File: src/common/dsr_pkg.sv
package dsr_pkg;

	// register offsets on the serial control bus
	localparam logic [7:0] OFF_TIMING_FREQ    = 8'h1A;
	localparam logic [7:0] OFF_DECODER_STATUS = 8'h1B;
	localparam logic [7:0] OFF_CARRIER_LOCK   = 8'h1C;
	localparam logic [7:0] OFF_ERR_COUNT_HI   = 8'h1D;
	localparam logic [7:0] OFF_ERR_COUNT_LO   = 8'h1E;
	localparam logic [7:0] OFF_SYMRATE_HI     = 8'h1F;
	localparam logic [7:0] OFF_SYMRATE_MID    = 8'h20;
	localparam logic [7:0] OFF_SYMRATE_LO     = 8'h21;
	localparam logic [7:0] OFF_DEROT_HI       = 8'h22;
	localparam logic [7:0] OFF_DEROT_LO       = 8'h23;
	localparam logic [7:0] OFF_NOISE_HI       = 8'h24;
	localparam logic [7:0] OFF_NOISE_LO       = 8'h25;
	localparam logic [7:0] OFF_DEC_ERR_RATE   = 8'h26;
	localparam logic [7:0] OFF_SEARCH_CFG     = 8'h32;

	// decoder status, search config and symbol rate field positions
	localparam int STAT_CARRIER_BIT    = 7;
	localparam int STAT_RATE_FOUND_BIT = 4;
	localparam int STAT_SYNC_BIT       = 3;
	localparam int SEARCH_MANUAL_BIT   = 7;
	localparam int SYMRATE_LO_NIBBLE   = 4;

	// values after reset and for unmapped reads
	localparam logic [7:0]  RST_TIMING_FREQ  = 8'h00;
	localparam logic [7:0]  RST_SYMRATE_HI   = 8'h80;
	localparam logic [7:0]  RST_SYMRATE_MID  = 8'h00;
	localparam logic [3:0]  RST_SYMRATE_LO   = 4'h0;
	localparam logic [19:0] RST_SYMRATE      = 20'h80000;
	localparam logic [15:0] RST_DEROT        = 16'h0000;
	localparam logic [7:0]  RST_SEARCH_CFG   = 8'h19;
	localparam logic [7:0]  RST_READ_DATA    = 8'h00;
	localparam logic [7:0]  UNMAPPED_READ    = 8'h00;

	// active code rate encodings in the status register
	typedef enum logic [2:0] {
		RATE_1_2 = 3'b100,
		RATE_2_3 = 3'b000,
		RATE_3_4 = 3'b001,
		RATE_5_6 = 3'b010,
		RATE_7_8 = 3'b011
	} dsr_rate_t;

endpackage

File: src/core/dsr_pair_snap.sv
`timescale 1ns/10ps

// keeps the two halves of a 16-bit reading coherent across two byte reads
module dsr_pair_snap (
	input  wire logic        mclk,
	input  wire logic        rst,
	input  wire logic [15:0] live_value,
	input  wire logic        read_high,
	input  wire logic        read_low,
	output logic      [7:0]  high_byte,
	output logic      [7:0]  low_byte
);

	logic [7:0] low_held_reg;
	logic       held_valid_reg;

	// reading the high byte freezes the matching low byte
	always_ff @(posedge mclk) begin
		if (rst) begin
			low_held_reg <= 8'h00;
		end else if (read_high) begin
			low_held_reg <= live_value[7:0];
		end
	end

	// snapshot is consumed by the low read; a new high read wins
	always_ff @(posedge mclk) begin
		if (rst) begin
			held_valid_reg <= 1'b0;
		end else if (read_high) begin
			held_valid_reg <= 1'b1;
		end else if (read_low) begin
			held_valid_reg <= 1'b0;
		end
	end

	assign high_byte = live_value[15:8];
	assign low_byte  = held_valid_reg ? low_held_reg : live_value[7:0];

endmodule

File: src/core/dsr_regs.sv
`timescale 1ns/10ps

// Function
// - status bit 7 shows carrier present
// - status bit 4 shows rate found
// - status bit 3 shows sync acquired
// - status bits 2:0 encode active rate
// - 20-bit symbol rate resets to half clock
// - error count high 1D, low 1E
// - signed derotator high 22, low 23
// - noise indicator high 24, low 25
// - decoder error rate read at 26
// - signed carrier lock value at 1C
// - search config bit 7 selects manual
module dsr_regs (
	input  wire logic              mclk,
	input  wire logic              rst,
	// register port from the serial bus decoder
	input  wire logic [7:0]        reg_addr,
	input  wire logic              reg_wr,
	input  wire logic [7:0]        reg_wdata,
	input  wire logic              reg_rd,
	output logic      [7:0]        reg_rdata,
	// live state from demodulator and decoder
	input  wire logic              carrier_present,
	input  wire logic              rate_found,
	input  wire logic              sync_acquired,
	input  wire logic [2:0]        active_code_rate,
	input  wire logic [7:0]        carrier_lock_value,
	input  wire logic [15:0]       error_count,
	input  wire logic [15:0]       noise_level,
	input  wire logic [7:0]        decoder_error_rate,
	// carrier loop update of the derotator
	input  wire logic              derot_loop_load,
	input  wire logic [15:0]       derot_loop_value,
	// settings to the datapath
	output logic      [7:0]        timing_frequency_value,
	output logic      [19:0]       symbol_rate,
	output logic      [15:0]       derotator_freq,
	output logic      [7:0]        decoder_search_config,
	output logic                   search_manual
);
	import dsr_pkg::*;

	logic [7:0]  status_reg;
	logic [7:0]  carrier_lock_reg;
	logic [7:0]  dec_err_rate_reg;
	logic [15:0] err_count_reg;
	logic [15:0] noise_reg;
	logic [7:0]  timing_reg;
	logic [7:0]  symrate_hi_reg;
	logic [7:0]  symrate_mid_reg;
	logic [3:0]  symrate_lo_reg;
	logic [15:0] derot_reg;
	logic [7:0]  search_cfg_reg;
	logic [7:0]  rdata_reg;
	logic [7:0]  rdata_next;
	logic [2:0]  rate_code_next;
	logic        wr_timing;
	logic        wr_sym_hi;
	logic        wr_sym_mid;
	logic        wr_sym_lo;
	logic        wr_derot_hi;
	logic        wr_derot_lo;
	logic        wr_search;
	logic        rd_err_hi;
	logic        rd_err_lo;
	logic        rd_noise_hi;
	logic        rd_noise_lo;
	logic [7:0]  err_hi_byte;
	logic [7:0]  err_lo_byte;
	logic [7:0]  noise_hi_byte;
	logic [7:0]  noise_lo_byte;

	// write strobes exist only for writable offsets
	assign wr_timing   = reg_wr && (reg_addr == OFF_TIMING_FREQ);
	assign wr_sym_hi   = reg_wr && (reg_addr == OFF_SYMRATE_HI);
	assign wr_sym_mid  = reg_wr && (reg_addr == OFF_SYMRATE_MID);
	assign wr_sym_lo   = reg_wr && (reg_addr == OFF_SYMRATE_LO);
	assign wr_derot_hi = reg_wr && (reg_addr == OFF_DEROT_HI);
	assign wr_derot_lo = reg_wr && (reg_addr == OFF_DEROT_LO);
	assign wr_search   = reg_wr && (reg_addr == OFF_SEARCH_CFG);

	// byte read strobes for the paired readings
	assign rd_err_hi   = reg_rd && (reg_addr == OFF_ERR_COUNT_HI);
	assign rd_err_lo   = reg_rd && (reg_addr == OFF_ERR_COUNT_LO);
	assign rd_noise_hi = reg_rd && (reg_addr == OFF_NOISE_HI);
	assign rd_noise_lo = reg_rd && (reg_addr == OFF_NOISE_LO);

	// reserved rate codes keep the last legal code on display
	always_comb begin
		case (active_code_rate)
			RATE_1_2: rate_code_next = active_code_rate;
			RATE_2_3: rate_code_next = active_code_rate;
			RATE_3_4: rate_code_next = active_code_rate;
			RATE_5_6: rate_code_next = active_code_rate;
			RATE_7_8: rate_code_next = active_code_rate;
			default:  rate_code_next = status_reg[2:0];
		endcase
	end

	// decoder status sampled every cycle; bits 6:5 read zero
	always_ff @(posedge mclk) begin
		if (rst) begin
			status_reg <= {5'h00, RATE_1_2};
		end else begin
			status_reg[STAT_CARRIER_BIT]    <= carrier_present;
			status_reg[6:5]                 <= 2'h0;
			status_reg[STAT_RATE_FOUND_BIT] <= rate_found;
			status_reg[STAT_SYNC_BIT]       <= sync_acquired;
			status_reg[2:0]                 <= rate_code_next;
		end
	end

	// measurement readings are written only by the datapath
	always_ff @(posedge mclk) begin
		if (rst) begin
			carrier_lock_reg <= 8'h00;
			dec_err_rate_reg <= 8'h00;
			err_count_reg    <= 16'h0000;
			noise_reg        <= 16'h0000;
		end else begin
			carrier_lock_reg <= carrier_lock_value;
			dec_err_rate_reg <= decoder_error_rate;
			err_count_reg    <= error_count;
			noise_reg        <= noise_level;
		end
	end

	// error count halves stay coherent between the two byte reads
	dsr_pair_snap u_err_pair (
		.mclk       (mclk),
		.rst        (rst),
		.live_value (err_count_reg),
		.read_high  (rd_err_hi),
		.read_low   (rd_err_lo),
		.high_byte  (err_hi_byte),
		.low_byte   (err_lo_byte)
	);

	// same treatment for the noise indicator
	dsr_pair_snap u_noise_pair (
		.mclk       (mclk),
		.rst        (rst),
		.live_value (noise_reg),
		.read_high  (rd_noise_hi),
		.read_low   (rd_noise_lo),
		.high_byte  (noise_hi_byte),
		.low_byte   (noise_lo_byte)
	);

	// timing frequency setting, signed
	always_ff @(posedge mclk) begin
		if (rst) begin
			timing_reg <= RST_TIMING_FREQ;
		end else if (wr_timing) begin
			timing_reg <= reg_wdata;
		end
	end

	// symbol rate: 20 bits over three registers
	always_ff @(posedge mclk) begin
		if (rst) begin
			symrate_hi_reg  <= RST_SYMRATE_HI;
			symrate_mid_reg <= RST_SYMRATE_MID;
			symrate_lo_reg  <= RST_SYMRATE_LO;
		end else begin
			if (wr_sym_hi) begin
				symrate_hi_reg <= reg_wdata;
			end
			if (wr_sym_mid) begin
				symrate_mid_reg <= reg_wdata;
			end
			// only the upper nibble is stored; the low nibble is discarded
			if (wr_sym_lo) begin
				symrate_lo_reg <= reg_wdata[7:SYMRATE_LO_NIBBLE];
			end
		end
	end

	// derotator: host byte writes win over a loop update in the same cycle
	always_ff @(posedge mclk) begin
		if (rst) begin
			derot_reg <= RST_DEROT;
		end else if (wr_derot_hi || wr_derot_lo) begin
			if (wr_derot_hi) begin
				derot_reg[15:8] <= reg_wdata;
			end
			if (wr_derot_lo) begin
				derot_reg[7:0] <= reg_wdata;
			end
		end else if (derot_loop_load) begin
			derot_reg <= derot_loop_value;
		end
	end

	// search configuration; bit 7 picks manual search
	always_ff @(posedge mclk) begin
		if (rst) begin
			search_cfg_reg <= RST_SEARCH_CFG;
		end else if (wr_search) begin
			search_cfg_reg <= reg_wdata;
		end
	end

	// read multiplexer; read-only offsets have no write path at all
	always_comb begin
		case (reg_addr)
			OFF_TIMING_FREQ:    rdata_next = timing_reg;
			OFF_DECODER_STATUS: rdata_next = status_reg;
			OFF_CARRIER_LOCK:   rdata_next = carrier_lock_reg;
			OFF_ERR_COUNT_HI:   rdata_next = err_hi_byte;
			OFF_ERR_COUNT_LO:   rdata_next = err_lo_byte;
			OFF_SYMRATE_HI:     rdata_next = symrate_hi_reg;
			OFF_SYMRATE_MID:    rdata_next = symrate_mid_reg;
			OFF_SYMRATE_LO:     rdata_next = {symrate_lo_reg, 4'h0};
			OFF_DEROT_HI:       rdata_next = derot_reg[15:8];
			OFF_DEROT_LO:       rdata_next = derot_reg[7:0];
			OFF_NOISE_HI:       rdata_next = noise_hi_byte;
			OFF_NOISE_LO:       rdata_next = noise_lo_byte;
			OFF_DEC_ERR_RATE:   rdata_next = dec_err_rate_reg;
			OFF_SEARCH_CFG:     rdata_next = search_cfg_reg;
			default:            rdata_next = UNMAPPED_READ;
		endcase
	end

	// read data is registered and held until the next read
	always_ff @(posedge mclk) begin
		if (rst) begin
			rdata_reg <= RST_READ_DATA;
		end else if (reg_rd) begin
			rdata_reg <= rdata_next;
		end
	end

	// outputs to the bus and the datapath
	assign reg_rdata              = rdata_reg;
	assign timing_frequency_value = timing_reg;
	assign symbol_rate            = {symrate_hi_reg, symrate_mid_reg, symrate_lo_reg};
	assign derotator_freq         = derot_reg;
	assign decoder_search_config  = search_cfg_reg;
	assign search_manual          = search_cfg_reg[SEARCH_MANUAL_BIT];
endmodule

File: config.mk
export PLATFORM = sky130hd
export DESIGN_NAME = dsr_regs
export DESIGN_NICKNAME = d
export VERILOG_FILES = /design/src/common/dsr_pkg.sv /design/src/core/dsr_pair_snap.sv /design/src/core/dsr_regs.sv
export SDC_FILE = /design/constraint.sdc
export NUM_CORES = 1
export LEC_CHECK = 0
export ABC_AREA = 1
export ABC_CLOCK_PERIOD_IN_PS = 2500
export BUFFER_PORTS_ARGS = -buffer_cell sky130_fd_sc_hd__buf_2
export CAP_MARGIN = 20
export CORE_MARGIN = 2
export CORE_UTILIZATION = 57
export CTS_CLUSTER_DIAMETER = 200
export DETAILED_ROUTE_END_ITERATION = 10
export PLACE_DENSITY = 0.85
export SKIP_CTS_REPAIR_TIMING = 1
export SLEW_MARGIN = 20
export SYNTH_ARGS = -nofsm -noshare
export SYNTH_HDL_FRONTEND = slang
export SYNTH_SLANG_ARGS = --single-unit
File: constraint.sdc
create_clock -name mclk -period 2.5 [get_ports mclk]
set_clock_uncertainty 0.05 [all_clocks]
set_input_delay 0.5 -clock mclk [delete_from_list [all_inputs] [get_ports mclk]]
set_output_delay 0.5 -clock mclk [all_outputs]
set_load 0.02 [all_outputs]
**After elaboration in Yosys (flattened, before gate mapping)**

Index checks and enable logic that the tools add are counted.

- Register bits after elaboration: 134
- Bits of input ports: 91
- Logic and storage cells: 69
- Output and inout bits: 61

- Equality and inequality tests: 20
- Reduce and logical (&&, ||, !) cells: 19
- Mux-type cells: 11

Operator list:

| operator | count |
|---|---|
| $pmux 8 s14 | 1 |
| $eq 8x6->1 const B | 8 |
| $eq 8x5->1 const B | 6 |
| $mux 16 | 2 |
| $mux 8 | 4 |
| $logic_and 1x1->1 | 11 |
| $eq 3x2->1 const B | 2 |
| $reduce_bool 2->1 | 3 |
| $reduce_or 5->1 | 1 |
| $mux 1 | 4 |
| $ne 2x2->1 const B | 2 |
| $reduce_and 2->1 | 2 |
| $eq 3x1->1 const B | 1 |
| $eq 3x3->1 const B | 1 |
| $logic_not 3->1 | 1 |
| $logic_or 1x1->1 | 1 |

**Logic depth before layout (Yosys ltp)**

Gate-level depths: netlist of the first run.

- Word-level depth: 5
- Depth in mapped cells: 12
- Gate-level depth less buffers: 11

**Cells and area by module**

A second synthesis of the first run with hierarchy kept.

- Cells, all modules: 903
- Area total of the unflattened synthesis: 6,138.4 um^2

By module, submodules not included:

| module | sequential area each (um^2) | area an instance (um^2) | times used | cells each |
|---|---|---|---|---|
| dsr_regs | 2,282.2 | 5,187.5 | 1 | 761 |
| dsr_pair_snap | 180.2 | 475.5 | 2 | 71 |

**Worst setup path before layout of the first run**

Ideal clock, no wire load.

- Kind: input to register
- From: input port reg_addr[6]
- To: register u_err_pair.low_held_reg[6]
- Stages: 8
- Data required time: 2.331 ns
- Buffers on the path: 2
- Slack: 0.761 ns
- Arrival: 1.570 ns
- Setup time: 0.119 ns
- Path through: inv_1 nand2_1 nor2_1 buf_2 nand3_1 buf_2 o21ai_0 a21oi_1

- Longest elaborated chain between the ends: 2

Ends and longest elaborated chain:

| element | RTL line | text |
|---|---|---|
| from (decl) | dsr_regs.sv:19 | `input wire logic [7:0] reg_addr,` |
| $eq 8x5->1 | dsr_regs.sv:85 | `assign rd_err_hi = reg_rd && (reg_addr == OFF_ERR_COUNT_HI);` |
| $logic_and 1x1->1 | dsr_regs.sv:85 |  |
| to (signal assigned) | dsr_pair_snap.sv:22 | `low_held_reg <= live_value[7:0];` |
| to (decl) | dsr_pair_snap.sv:14 | `logic [7:0] low_held_reg;` |

No other way between the ends.
A chain may end at the register's enable or synchronous reset.

**Worst setup path in the final report of the first run**

- From: input port reg_addr[6]
- To: register u_noise_pair.low_held_reg[0]

- Longest elaborated chain between the ends: 2

Ends and longest elaborated chain:

| element | RTL line | text |
|---|---|---|
| $eq 8x6->1 | dsr_regs.sv:87 | `assign rd_noise_hi = reg_rd && (reg_addr == OFF_NOISE_HI);` |
| $logic_and 1x1->1 | dsr_regs.sv:87 |  |
| to (signal assigned) | dsr_pair_snap.sv:22 |  |
| to (decl) | dsr_pair_snap.sv:14 |  |

No other way between the ends.

==> results of run 1 <==
[layout make-up]
type / instances / area share [%]
clock buffer: 18 / 5.622
clock inverter: 14 / 3.316
inverter: 144 / 7.271
multi-input combinational: 557 / 34.61
sequential: 132 / 35.55
tap: 136 / 2.289
timing repair buffer: 161 / 11.34
[critical path, cell delays in order]
cell,delay (ns)
buf_2,0.10
inv_1,0.04
nand2_1,0.12
nor2_4,0.31
buf_4,0.27
nand3_1,0.42
o21ai_0,0.31
a21oi_1,0.06
[cells by family after synthesis]
group,Yosys count,synth area share [%]
buffers and inverters,182,12.20
DFF,132,44.51
AOI/OAI and AO/OA,145,12.81
and+or+nand+nor,412,30.47
[routing by layer]
metal	vias up	GRT usage, %	part of all wire, %
li1	3029	-	-
met1	2813	39.31	40
met2	371	52.17	47
met3	59	6.622	9.9
met4	0	10.53	3.2
met5	-	0	0
[metrics by stage]
stage / setup slack [ns] / hold WS [ns] / instances / area [sq um]
floorplan: 0.7611 / 0.3737 / 871 / 5937
global route: 0.4572 / 0.1216 / 1162 / 7433
detailed placement: 0.2002 / 0.3869 / 1130 / 6769
CTS: 0.7327 / 0.1194 / 1162 / 7433
global placement: 0.2544 / 0.3838 / 1130 / 6769
finish: 0.6999 / 0.1150 / 1162 / 7433
[power breakdown]
group          switching (W)  internal (W)  leakage (nW)
Clock               0.000969       0.00184         0.325
Combinational       0.000229      0.000131          2.35
Sequential         0.0000437       0.00217          1.08
Total                0.00124       0.00414          3.76
[how the worst max path moves through the flow]
stage,from,end,slack (ns),depth (start not counted)
4_1_cts,reg_addr[6],u_noise_pair.low_held_reg[5],0.73,8
3_3_place_gp,reg_addr[6],u_noise_pair.low_held_reg[7],0.25,8
5_1_grt,reg_addr[6],u_noise_pair.low_held_reg[1],0.46,8
2_1_floorplan,reg_addr[6],u_err_pair.low_held_reg[6],0.76,8
6_report,reg_addr[6],u_noise_pair.low_held_reg[0],0.70,8
3_5_place_dp,reg_addr[6],u_noise_pair.low_held_reg[5],0.20,8
[cells in the final DEF, fill, tap and decap left out]
cell,Yosys,final
nand2_1,162,162
buf_2,12,151
inv_1,143,143
nand3_1,133,133
dfxtp_1,132,132
nor2_1,102,101
a21oi_1,71,71
o21ai_0,70,70
clkbuf_16,0,16
buf_4,5,9
nor2_2,6,7
bufinv_16,0,6
inv_6,0,4
clkinv_4,0,3
nor2_4,2,2
nand3_2,2,2
nand3_4,2,2
a21boi_4,2,2
o21ai_2,2,2
nand2_2,1,1
nand2_4,1,1
nor2_8,1,1
clkinv_1,1,1
clkbuf_8,0,1
clkbuf_1,18,1
clkinv_2,0,1
buf_12,0,1
==> results.sh, run 1 <==
export IMPL_status="finished clean"
export IMPL_synth_most_common_cell="nand2_1"
export IMPL_clkSinkCount=132
export IMPL_ios=152
export IMPL_slew_viol_final=0
export IMPL_cp_data_arrival_time_ns=2.14
export IMPL_avgSynthCellArea_sq_um=6.816
export IMPL_finalHoldViolCount=0
export IMPL_yosysSeqAreaShare_pct=44.51
export IMPL_io_buffers=151
export IMPL_rr_worst_depth=9
export IMPL_ys_warnings_count=0
export IMPL_n_antenna_cell=0
export IMPL_row_count=37
export IMPL_max_freq_mhz=555.5
export IMPL_ctsRootBufferMaster="clkbuf_8"
export IMPL_htreeDepth=4
export IMPL_yosys_area_top_type="dfxtp_1"
export IMPL_syn_to_final_growth_pct=25.21
export IMPL_fp_dieW_microns=106.1
export IMPL_synth_seq_cells=132
export IMPL_rsz0062_at_grt="false"
export IMPL_p_leak_nw=3.760
export IMPL_antenna_found_initial=0
export IMPL_yosys_top_cells_area="dfxtp_1 45%, nand3_1 11%, nand2_1 10%"
export IMPL_irDropWorstVdd_v=0.0004714
export IMPL_syn_inst=871
export IMPL_fin_tns_setup_ns=0
export IMPL_finalSetupViolations=0
export IMPL_grt_pass1_wl_microns=27380
export IMPL_dieArea_sq_um=11250
export IMPL_routabilityCongestion=0.9413
export IMPL_num_fill_cells=808
export IMPL_cts_inserted_buffers=17
export IMPL_grt_pass1_vias=5690
export IMPL_viasPerCell=5.398
export IMPL_regToRegEndpoint="reg_rdata[7]"
export IMPL_dr_total_vias=6272
export IMPL_grt_max_degree=74
export IMPL_worstHoldStart="error_count[3]"
export IMPL_reg2reg_slack_ns=0.85
export IMPL_synth_common_cells="162 x nand2_1, 143 x inv_1, 133 x nand3_1"
export IMPL_min_period_over_period_pct=72.00
export IMPL_initial_utilization_pct=58.03
export IMPL_holdPathStages=3
export IMPL_worstHoldEndpoint="err_count_reg[3]"
export IMPL_worstPathRequired_ns=2.84
export IMPL_synth_top_area_share_pct=44.51
export IMPL_overflow=0
export IMPL_ys_flop_type="dfxtp_1"
export IMPL_drc_errors=0
export IMPL_power_total_w=0.005383
export IMPL_seq_area_sq_um=2643
export IMPL_path_max_fanout=17
export IMPL_drive_above_1_share_pct=20.66
export IMPL_routedWlPerCell_microns=14.84
export IMPL_slew_headroom_pct=50.77
export IMPL_multiInputGateArea_sq_um=2572
export IMPL_dr_first_iter_drc_count=621
export IMPL_wirelength_microns=17250
export IMPL_netlist_area_sq_um=5937
export IMPL_startpoint_type="input pin"
export IMPL_first_pass_iters=7
export IMPL_period_needed_ns=1.800
export IMPL_core_area_sq_um=10230
export IMPL_tightest_slew_ns=0.7385
export IMPL_rr_startpoint="u_err_pair.held_valid_reg"
export IMPL_async_flop_share_pct=0
export IMPL_hold_class="input pin to register"
export IMPL_ys_types=22
export IMPL_fin_util_pct=72.66
export IMPL_syn_nets=962
export IMPL_die_h_microns=106.1
export IMPL_power_density_nw_per_um2=724.2
export IMPL_dp_hpwl_microns=11730
export IMPL_ant_nets=0
export IMPL_drv_cap=0
export IMPL_cts_tree="built"
export IMPL_nNetsFinal=1104
export IMPL_path_class="input pin to register"
export IMPL_clk_pin_slew_worst_paths_ns=0.06
export IMPL_synth_edff_count=0
export IMPL_cts_buffer_depth=2
export IMPL_grt_usage_pct=30.92
export IMPL_endpoint_kind="register"
export IMPL_clk_insertion_delay_late_ns=0.53
Power figures use the tool's default switching activity.
==> run 2, diff against run 1 <==
--- a/config.mk
+++ b/config.mk
@@ -6,14 +6,14 @@
 export NUM_CORES = 1
 export LEC_CHECK = 0
 export ABC_AREA = 1
-export ABC_CLOCK_PERIOD_IN_PS = 2500
+export ABC_CLOCK_PERIOD_IN_PS = 1700
 export BUFFER_PORTS_ARGS = -buffer_cell sky130_fd_sc_hd__buf_2
 export CAP_MARGIN = 20
 export CORE_MARGIN = 2
-export CORE_UTILIZATION = 57
+export CORE_UTILIZATION = 53
 export CTS_CLUSTER_DIAMETER = 200
 export DETAILED_ROUTE_END_ITERATION = 10
-export PLACE_DENSITY = 0.85
+export PLACE_DENSITY = 0.8
 export SKIP_CTS_REPAIR_TIMING = 1
 export SLEW_MARGIN = 20
 export SYNTH_ARGS = -nofsm -noshare
==> constraint.sdc (replaced) <==
create_clock -name mclk -period 1.7 [get_ports mclk]
set_clock_uncertainty 0.05 [all_clocks]
set_input_delay 0.34 -clock mclk [delete_from_list [all_inputs] [get_ports mclk]]
set_output_delay 0.34 -clock mclk [all_outputs]
set_load 0.02 [all_outputs]
==> run 2 against run 1 <==
Total power rose by 45%; routed wire length rose by 7.1%; critical endpoint is now symbol_rate[14]; die area rose by 7.3%; combinational power rose by 84%; clock-buffer cell count rose by 4; via count rose by 4.2%; largest power group unchanged; first-iteration DRC count fell by 11%; critical path depth fell by 7; the flow now finishes with violations (negative hold slack).
==> results.sh, run 2 (synthesized netlist as in run 1, its figures left out) <==
export IMPL_drive_above_1_share_pct=23.01
export IMPL_clkSinkCount=132
export IMPL_rsz0062_at_grt="false"
export IMPL_p_leak_nw=4.128
export IMPL_syn_to_final_growth_pct=37.74
export IMPL_irDropWorstVdd_v=0.0007100
export IMPL_ctsRootBufferMaster="clkbuf_8"
export IMPL_wirelength_microns=18470
export IMPL_period_needed_ns=1.556
export IMPL_path_max_fanout=3
export IMPL_worstPathRequired_ns=1.31
export IMPL_fp_dieW_microns=109.8
export IMPL_status="finished with violations"
export IMPL_grt_usage_pct=30.55
export IMPL_path_class="register to output port"
export IMPL_die_h_microns=109.8
export IMPL_holdWs_ns=-0.03068
export IMPL_dp_hpwl_microns=12450
export IMPL_violations="negative hold slack"
export IMPL_nNetsFinal=1186
export IMPL_finalHoldViolCount=10
export IMPL_drv_cap=0
export IMPL_dpl_cell_area_sq_um=7132
export IMPL_first_pass_iters=6
export IMPL_slew_viol_final=0
export IMPL_fin_cells=1248
export IMPL_cts_tree="built"
export IMPL_power_density_nw_per_um2=954.7
export IMPL_endpoint_kind="output port"
export IMPL_grt_pass1_vias=5827
export IMPL_io_buffers=151
export IMPL_final_cell_mix="162 x nand2_1, 151 x buf_2, 142 x inv_1"
export IMPL_critPathBufInv=1
export IMPL_grt_pass1_wl_microns=28120
export IMPL_finalSetupViolations=0
export IMPL_hold_class="input pin to register"
export IMPL_cpLargestDelayFamily="flip-flops"
export IMPL_row_count=38
export IMPL_startpoint_type="register"
export IMPL_slew_headroom_pct=62.99
export IMPL_cts_inserted_buffers=17
export IMPL_layout_cells_most_common="nand2_1"
export IMPL_grt_max_degree=74
export IMPL_min_period_over_period_pct=91.55
export IMPL_viasPerCell=5.237
export IMPL_n_antenna_cell=0
export IMPL_antenna_found_initial=0
export IMPL_ant_nets=0
export IMPL_cts_buffer_depth=2
export IMPL_drc_errors=0
export IMPL_max_freq_mhz=642.6
export IMPL_fin_tns_setup_ns=0
export IMPL_dp_slack_ns=-0.1373
export IMPL_clk_pin_slew_worst_paths_ns=0.06
export IMPL_rr_worst_depth=9
export IMPL_htreeDepth=4
export IMPL_holdPathStages=3
export IMPL_overflow=0
export IMPL_clk_insertion_delay_late_ns=0.53
export IMPL_routabilityCongestion=0.8934
export IMPL_dieArea_sq_um=12060
export IMPL_fin_area_sq_um=8178
export IMPL_tightest_slew_ns=0.5531
export IMPL_worst_slack_ns=0.1437
export IMPL_ios=152
export IMPL_initial_utilization_pct=54.53
export IMPL_cp_cell_sequence="buf_2"
export IMPL_dp_cells=1175
export IMPL_dr_first_iter_drc_count=551
export IMPL_cp_num_cells=1
export IMPL_worst_path_max_delay_cell="dfxtp_1"
export IMPL_cp_data_arrival_time_ns=1.17
export IMPL_dr_total_vias=6536
export IMPL_critPathMaxStageDelay_ns=0.44
export IMPL_core_area_sq_um=10890
export IMPL_routedWlPerCell_microns=14.80
[run 2: area by class of cell]
type	instances	area (sq um)
clock buffer	22	462.9
clock inverter	10	170.2
fill	845	2710
inverter	144	540.5
multi-input combinational	557	2572
sequential	132	2645
tap	140	175.2
timing repair buffer	243	1612
[run 2: worst paths after layout]
check / start / endpoint / slack (ns)
min: carrier_lock_value[4] / carrier_lock_reg[4] / -0.03
min reg2reg: u_err_pair.low_held_reg[4] / u_err_pair.low_held_reg[4] / 0.40
max: symrate_hi_reg[2] / symbol_rate[14] / 0.14
max reg2reg: u_err_pair.held_valid_reg / reg_rdata[4] / 0.26
[run 2: tightest hold or removal path, stage by stage]
cell    delay [ns]
buf_2         0.07
inv_1         0.03
nor2_1        0.06
[run 2: routing by layer]
metal / track usage (%) / vias to the layer above / part of all wire (%)
li1: - / 3189 / -
met1: 38.46 / 2945 / 41
met2: 49.34 / 332 / 48
met3: 7.054 / 70 / 8.4
met4: 14.47 / 0 / 3.3
met5: 0 / - / 0
[run 2: through the flow]
stage / total power [W] / utilization, %
6_report: 0.007807 / 75.11
5_1_grt: 0.008018 / 75.11
2_1_floorplan: 0.003605 / -
3_3_place_gp: 0.003886 / 65.50
4_1_cts: 0.007728 / 71.32
3_5_place_dp: 0.003892 / 65.50
[run 2: where the power goes]
| group | internal [W] | switching, W |
|---|---|---|
| Clock | 0.00252 | 0.00138 |
| Combinational | 0.000296 | 0.000365 |
| Sequential | 0.00320 | 0.0000593 |
==> run 3, diff against run 2 <==
--- a/config.mk
+++ b/config.mk
@@ -6,14 +6,14 @@
 export NUM_CORES = 1
 export LEC_CHECK = 0
 export ABC_AREA = 1
-export ABC_CLOCK_PERIOD_IN_PS = 1700
+export ABC_CLOCK_PERIOD_IN_PS = 1300
 export BUFFER_PORTS_ARGS = -buffer_cell sky130_fd_sc_hd__buf_2
 export CAP_MARGIN = 20
 export CORE_MARGIN = 2
-export CORE_UTILIZATION = 53
+export CORE_UTILIZATION = 48
 export CTS_CLUSTER_DIAMETER = 200
 export DETAILED_ROUTE_END_ITERATION = 10
-export PLACE_DENSITY = 0.8
+export PLACE_DENSITY = 0.76
 export SKIP_CTS_REPAIR_TIMING = 1
 export SLEW_MARGIN = 20
 export SYNTH_ARGS = -nofsm -noshare
==> constraint.sdc (replaced) <==
create_clock -name mclk -period 1.3 [get_ports mclk]
set_clock_uncertainty 0.05 [all_clocks]
set_input_delay 0.26 -clock mclk [delete_from_list [all_inputs] [get_ports mclk]]
set_output_delay 0.26 -clock mclk [all_outputs]
set_load 0.02 [all_outputs]
==> run 3 against run 2 <==
The flow finishes with violations (negative hold slack, negative setup slack); critical endpoint is now reg_rdata[0]; core utilization fell by 3.5 points; via count fell by 0.37%; clock-buffer cell count rose by 1; critical path type is now register to register; first-iteration DRC count rose by 38%; critical path depth rose by 10; largest power group unchanged; routed wire length rose by 4.0%.
==> results.sh, run 3 (synthesized netlist as in run 1, its figures left out) <==
export IMPL_status="finished with violations"
export IMPL_violations="negative hold slack, negative setup slack"
export IMPL_slew_viol_final=0
export IMPL_cp_data_arrival_time_ns=1.67
export IMPL_viasPerCell=5.152
export IMPL_antenna_found_initial=0
export IMPL_ios=152
export IMPL_n_antenna_cell=0
export IMPL_pwr_share_seq_pct=42.4
export IMPL_routedWlPerCell_microns=15.20
export IMPL_drc_errors=0
export IMPL_ant_nets=0
export IMPL_die_h_microns=115.2
export IMPL_grt_max_degree=60
export IMPL_dp_hpwl_microns=13050
export IMPL_syn_to_final_growth_pct=45.48
export IMPL_overflow=0
export IMPL_endpoint_kind="register"
export IMPL_cts_inserted_buffers=17
export IMPL_worst_slack_ns=-0.1360
export IMPL_num_fill_cells=950
export IMPL_period_needed_ns=1.436
export IMPL_min_period_over_period_pct=110.5
export IMPL_p_switching_w=0.002335
export IMPL_dr_first_iter_drc_count=758
export IMPL_clk_insertion_delay_late_ns=0.42
export IMPL_clk_pin_slew_worst_paths_ns=0.06
export IMPL_grt_pass1_wl_microns=27840
export IMPL_dpl_cell_area_sq_um=7338
export IMPL_ctsRootBufferMaster="clkbuf_16"
export IMPL_p_comb_share_pct=9.4
export IMPL_fp_dieW_microns=115.2
export IMPL_drv_cap=0
export IMPL_final_cell_mix="148 x nand2_1, 132 x inv_1, 122 x nand3_1"
export IMPL_initial_utilization_pct=49.22
export IMPL_routabilityCongestion=0.9610
export IMPL_slew_headroom_pct=69.65
export IMPL_rsz0062_at_grt="true"
export IMPL_swShare_pct=23.16
export IMPL_finalSetupViolations=20
export IMPL_row_count=40
export IMPL_core_area_sq_um=12060
export IMPL_p_leak_nw=4.217
export IMPL_fin_cells=1264
export IMPL_hold_class="input pin to register"
export IMPL_io_buffers=151
export IMPL_path_max_fanout=4
export IMPL_dieArea_sq_um=13270
export IMPL_htreeDepth=4
export IMPL_finalHoldViolCount=8
export IMPL_power_density_nw_per_um2=1167
export IMPL_layout_cells_most_common="nand2_1"
export IMPL_cts_buffer_depth=2
export IMPL_tightest_slew_ns=0.4553
export IMPL_grt_usage_pct=27.47
export IMPL_first_pass_iters=7
export IMPL_dp_cells=1206
export IMPL_clkSinkCount=132
export IMPL_worstPathRequired_ns=1.53
export IMPL_dr_total_vias=6512
export IMPL_irDropWorstVdd_v=0.0007754
export IMPL_grt_pass1_vias=5519
export IMPL_path_class="register to register"
export IMPL_clock_power_share_pct=48.2
export IMPL_cts_tree="built"
export IMPL_wirelength_microns=19210
export IMPL_nNetsFinal=1174
export IMPL_cellInternalPower_w=0.007749
export IMPL_fin_area_sq_um=8637
export IMPL_drive_above_1_share_pct=33.39
export IMPL_startpoint_type="register"
export IMPL_holdWs_ns=-0.007775
export IMPL_max_freq_mhz=696.4
[run 3: cell count changes in the layout (fill, tap and decap cells not counted), moves of 17 or more]
cell / change
dfxtp_2: +31
dlygate4sd3_1: -29
buf_4: +32
o21ai_1: +17
buf_2: -44
dfxtp_1: -33
buf_6: +22
o21ai_0: -27
[run 3: final timing paths]
| check | from | to | slack [ns] | cells after the start |
|---|---|---|---|---|
| worst max-delay path | u_err_pair.held_valid_reg | reg_rdata[0] | -0.14 | 11 |
| worst min-delay path | carrier_lock_value[0] | carrier_lock_reg[0] | -0.008 | 3 |
| worst max register to register | u_err_pair.held_valid_reg | reg_rdata[0] | -0.14 | 11 |
| worst min register to register | u_noise_pair.low_held_reg[7] | u_noise_pair.low_held_reg[7] | 0.40 | 2 |
[run 3: metal layers]
metal  track usage (%)  up-vias  routed length [microns]
met4             10.20        0                      656
li1                  -     3178                        -
met5                 0        -                        0
met2             44.24      306                     9016
met1             36.19     2959                     7873
met3             6.168       69                     1664
[run 3: power by group through the flow]
| stage | Combinational [W] | Sequential [W] | Clock (W) |
|---|---|---|---|
| CTS | 0.000807 | 0.00427 | 0.00488 |
| finish | 0.000947 | 0.00427 | 0.00486 |
| floorplan | 0.000388 | 0.00436 | 0 |
| global placement | 0.000792 | 0.00435 | 0 |
| global route | 0.00103 | 0.00428 | 0.00508 |
| detailed placement | 0.000802 | 0.00435 | 0 |
[run 3: critical path: stages, from the launching register on]
cell        delay [ns]
dfxtp_4           0.36
clkinvlp_4        0.12
buf_6             0.14
buf_6             0.11
nand2_2           0.04
o21ai_1           0.06
nand3_1           0.09
nand3_2           0.08
nor2_1            0.09
nand2_1           0.05
nand2_1           0.05
a21oi_1           0.06
[run 3: area by class of cell]
class / instances / area, sq um / area share [%]
clock buffers: 23 / 478.0 / 5.534
clock inverters: 9 / 126.4 / 1.463
inverters: 144 / 585.6 / 6.780
multi-input cells: 557 / 2811 / 32.55
flip-flops and latches: 132 / 2691 / 31.16
well taps: 168 / 210.2 / 2.434
repair buffers: 231 / 1734 / 20.08
[run 3: per-stage QoR]
step / setup TNS [ns] / setup slack, ns / hold slack (ns) / total power [W] / utilization (%)
4_1_cts: -2.620 / -0.2129 / -0.01875 / 0.009958 / 65.85
3_3_place_gp: -29.03 / -0.4901 / 0.3809 / 0.005144 / 60.84
6_report: -0.9368 / -0.1360 / -0.007775 / 0.01008 / 71.61
3_5_place_dp: -30.31 / -0.5228 / 0.3843 / 0.005152 / 60.84
2_1_floorplan: -2.028 / -0.07029 / 0.3170 / 0.004749 / -
5_1_grt: -2.125 / -0.2557 / 0.001003 / 0.01039 / 71.61
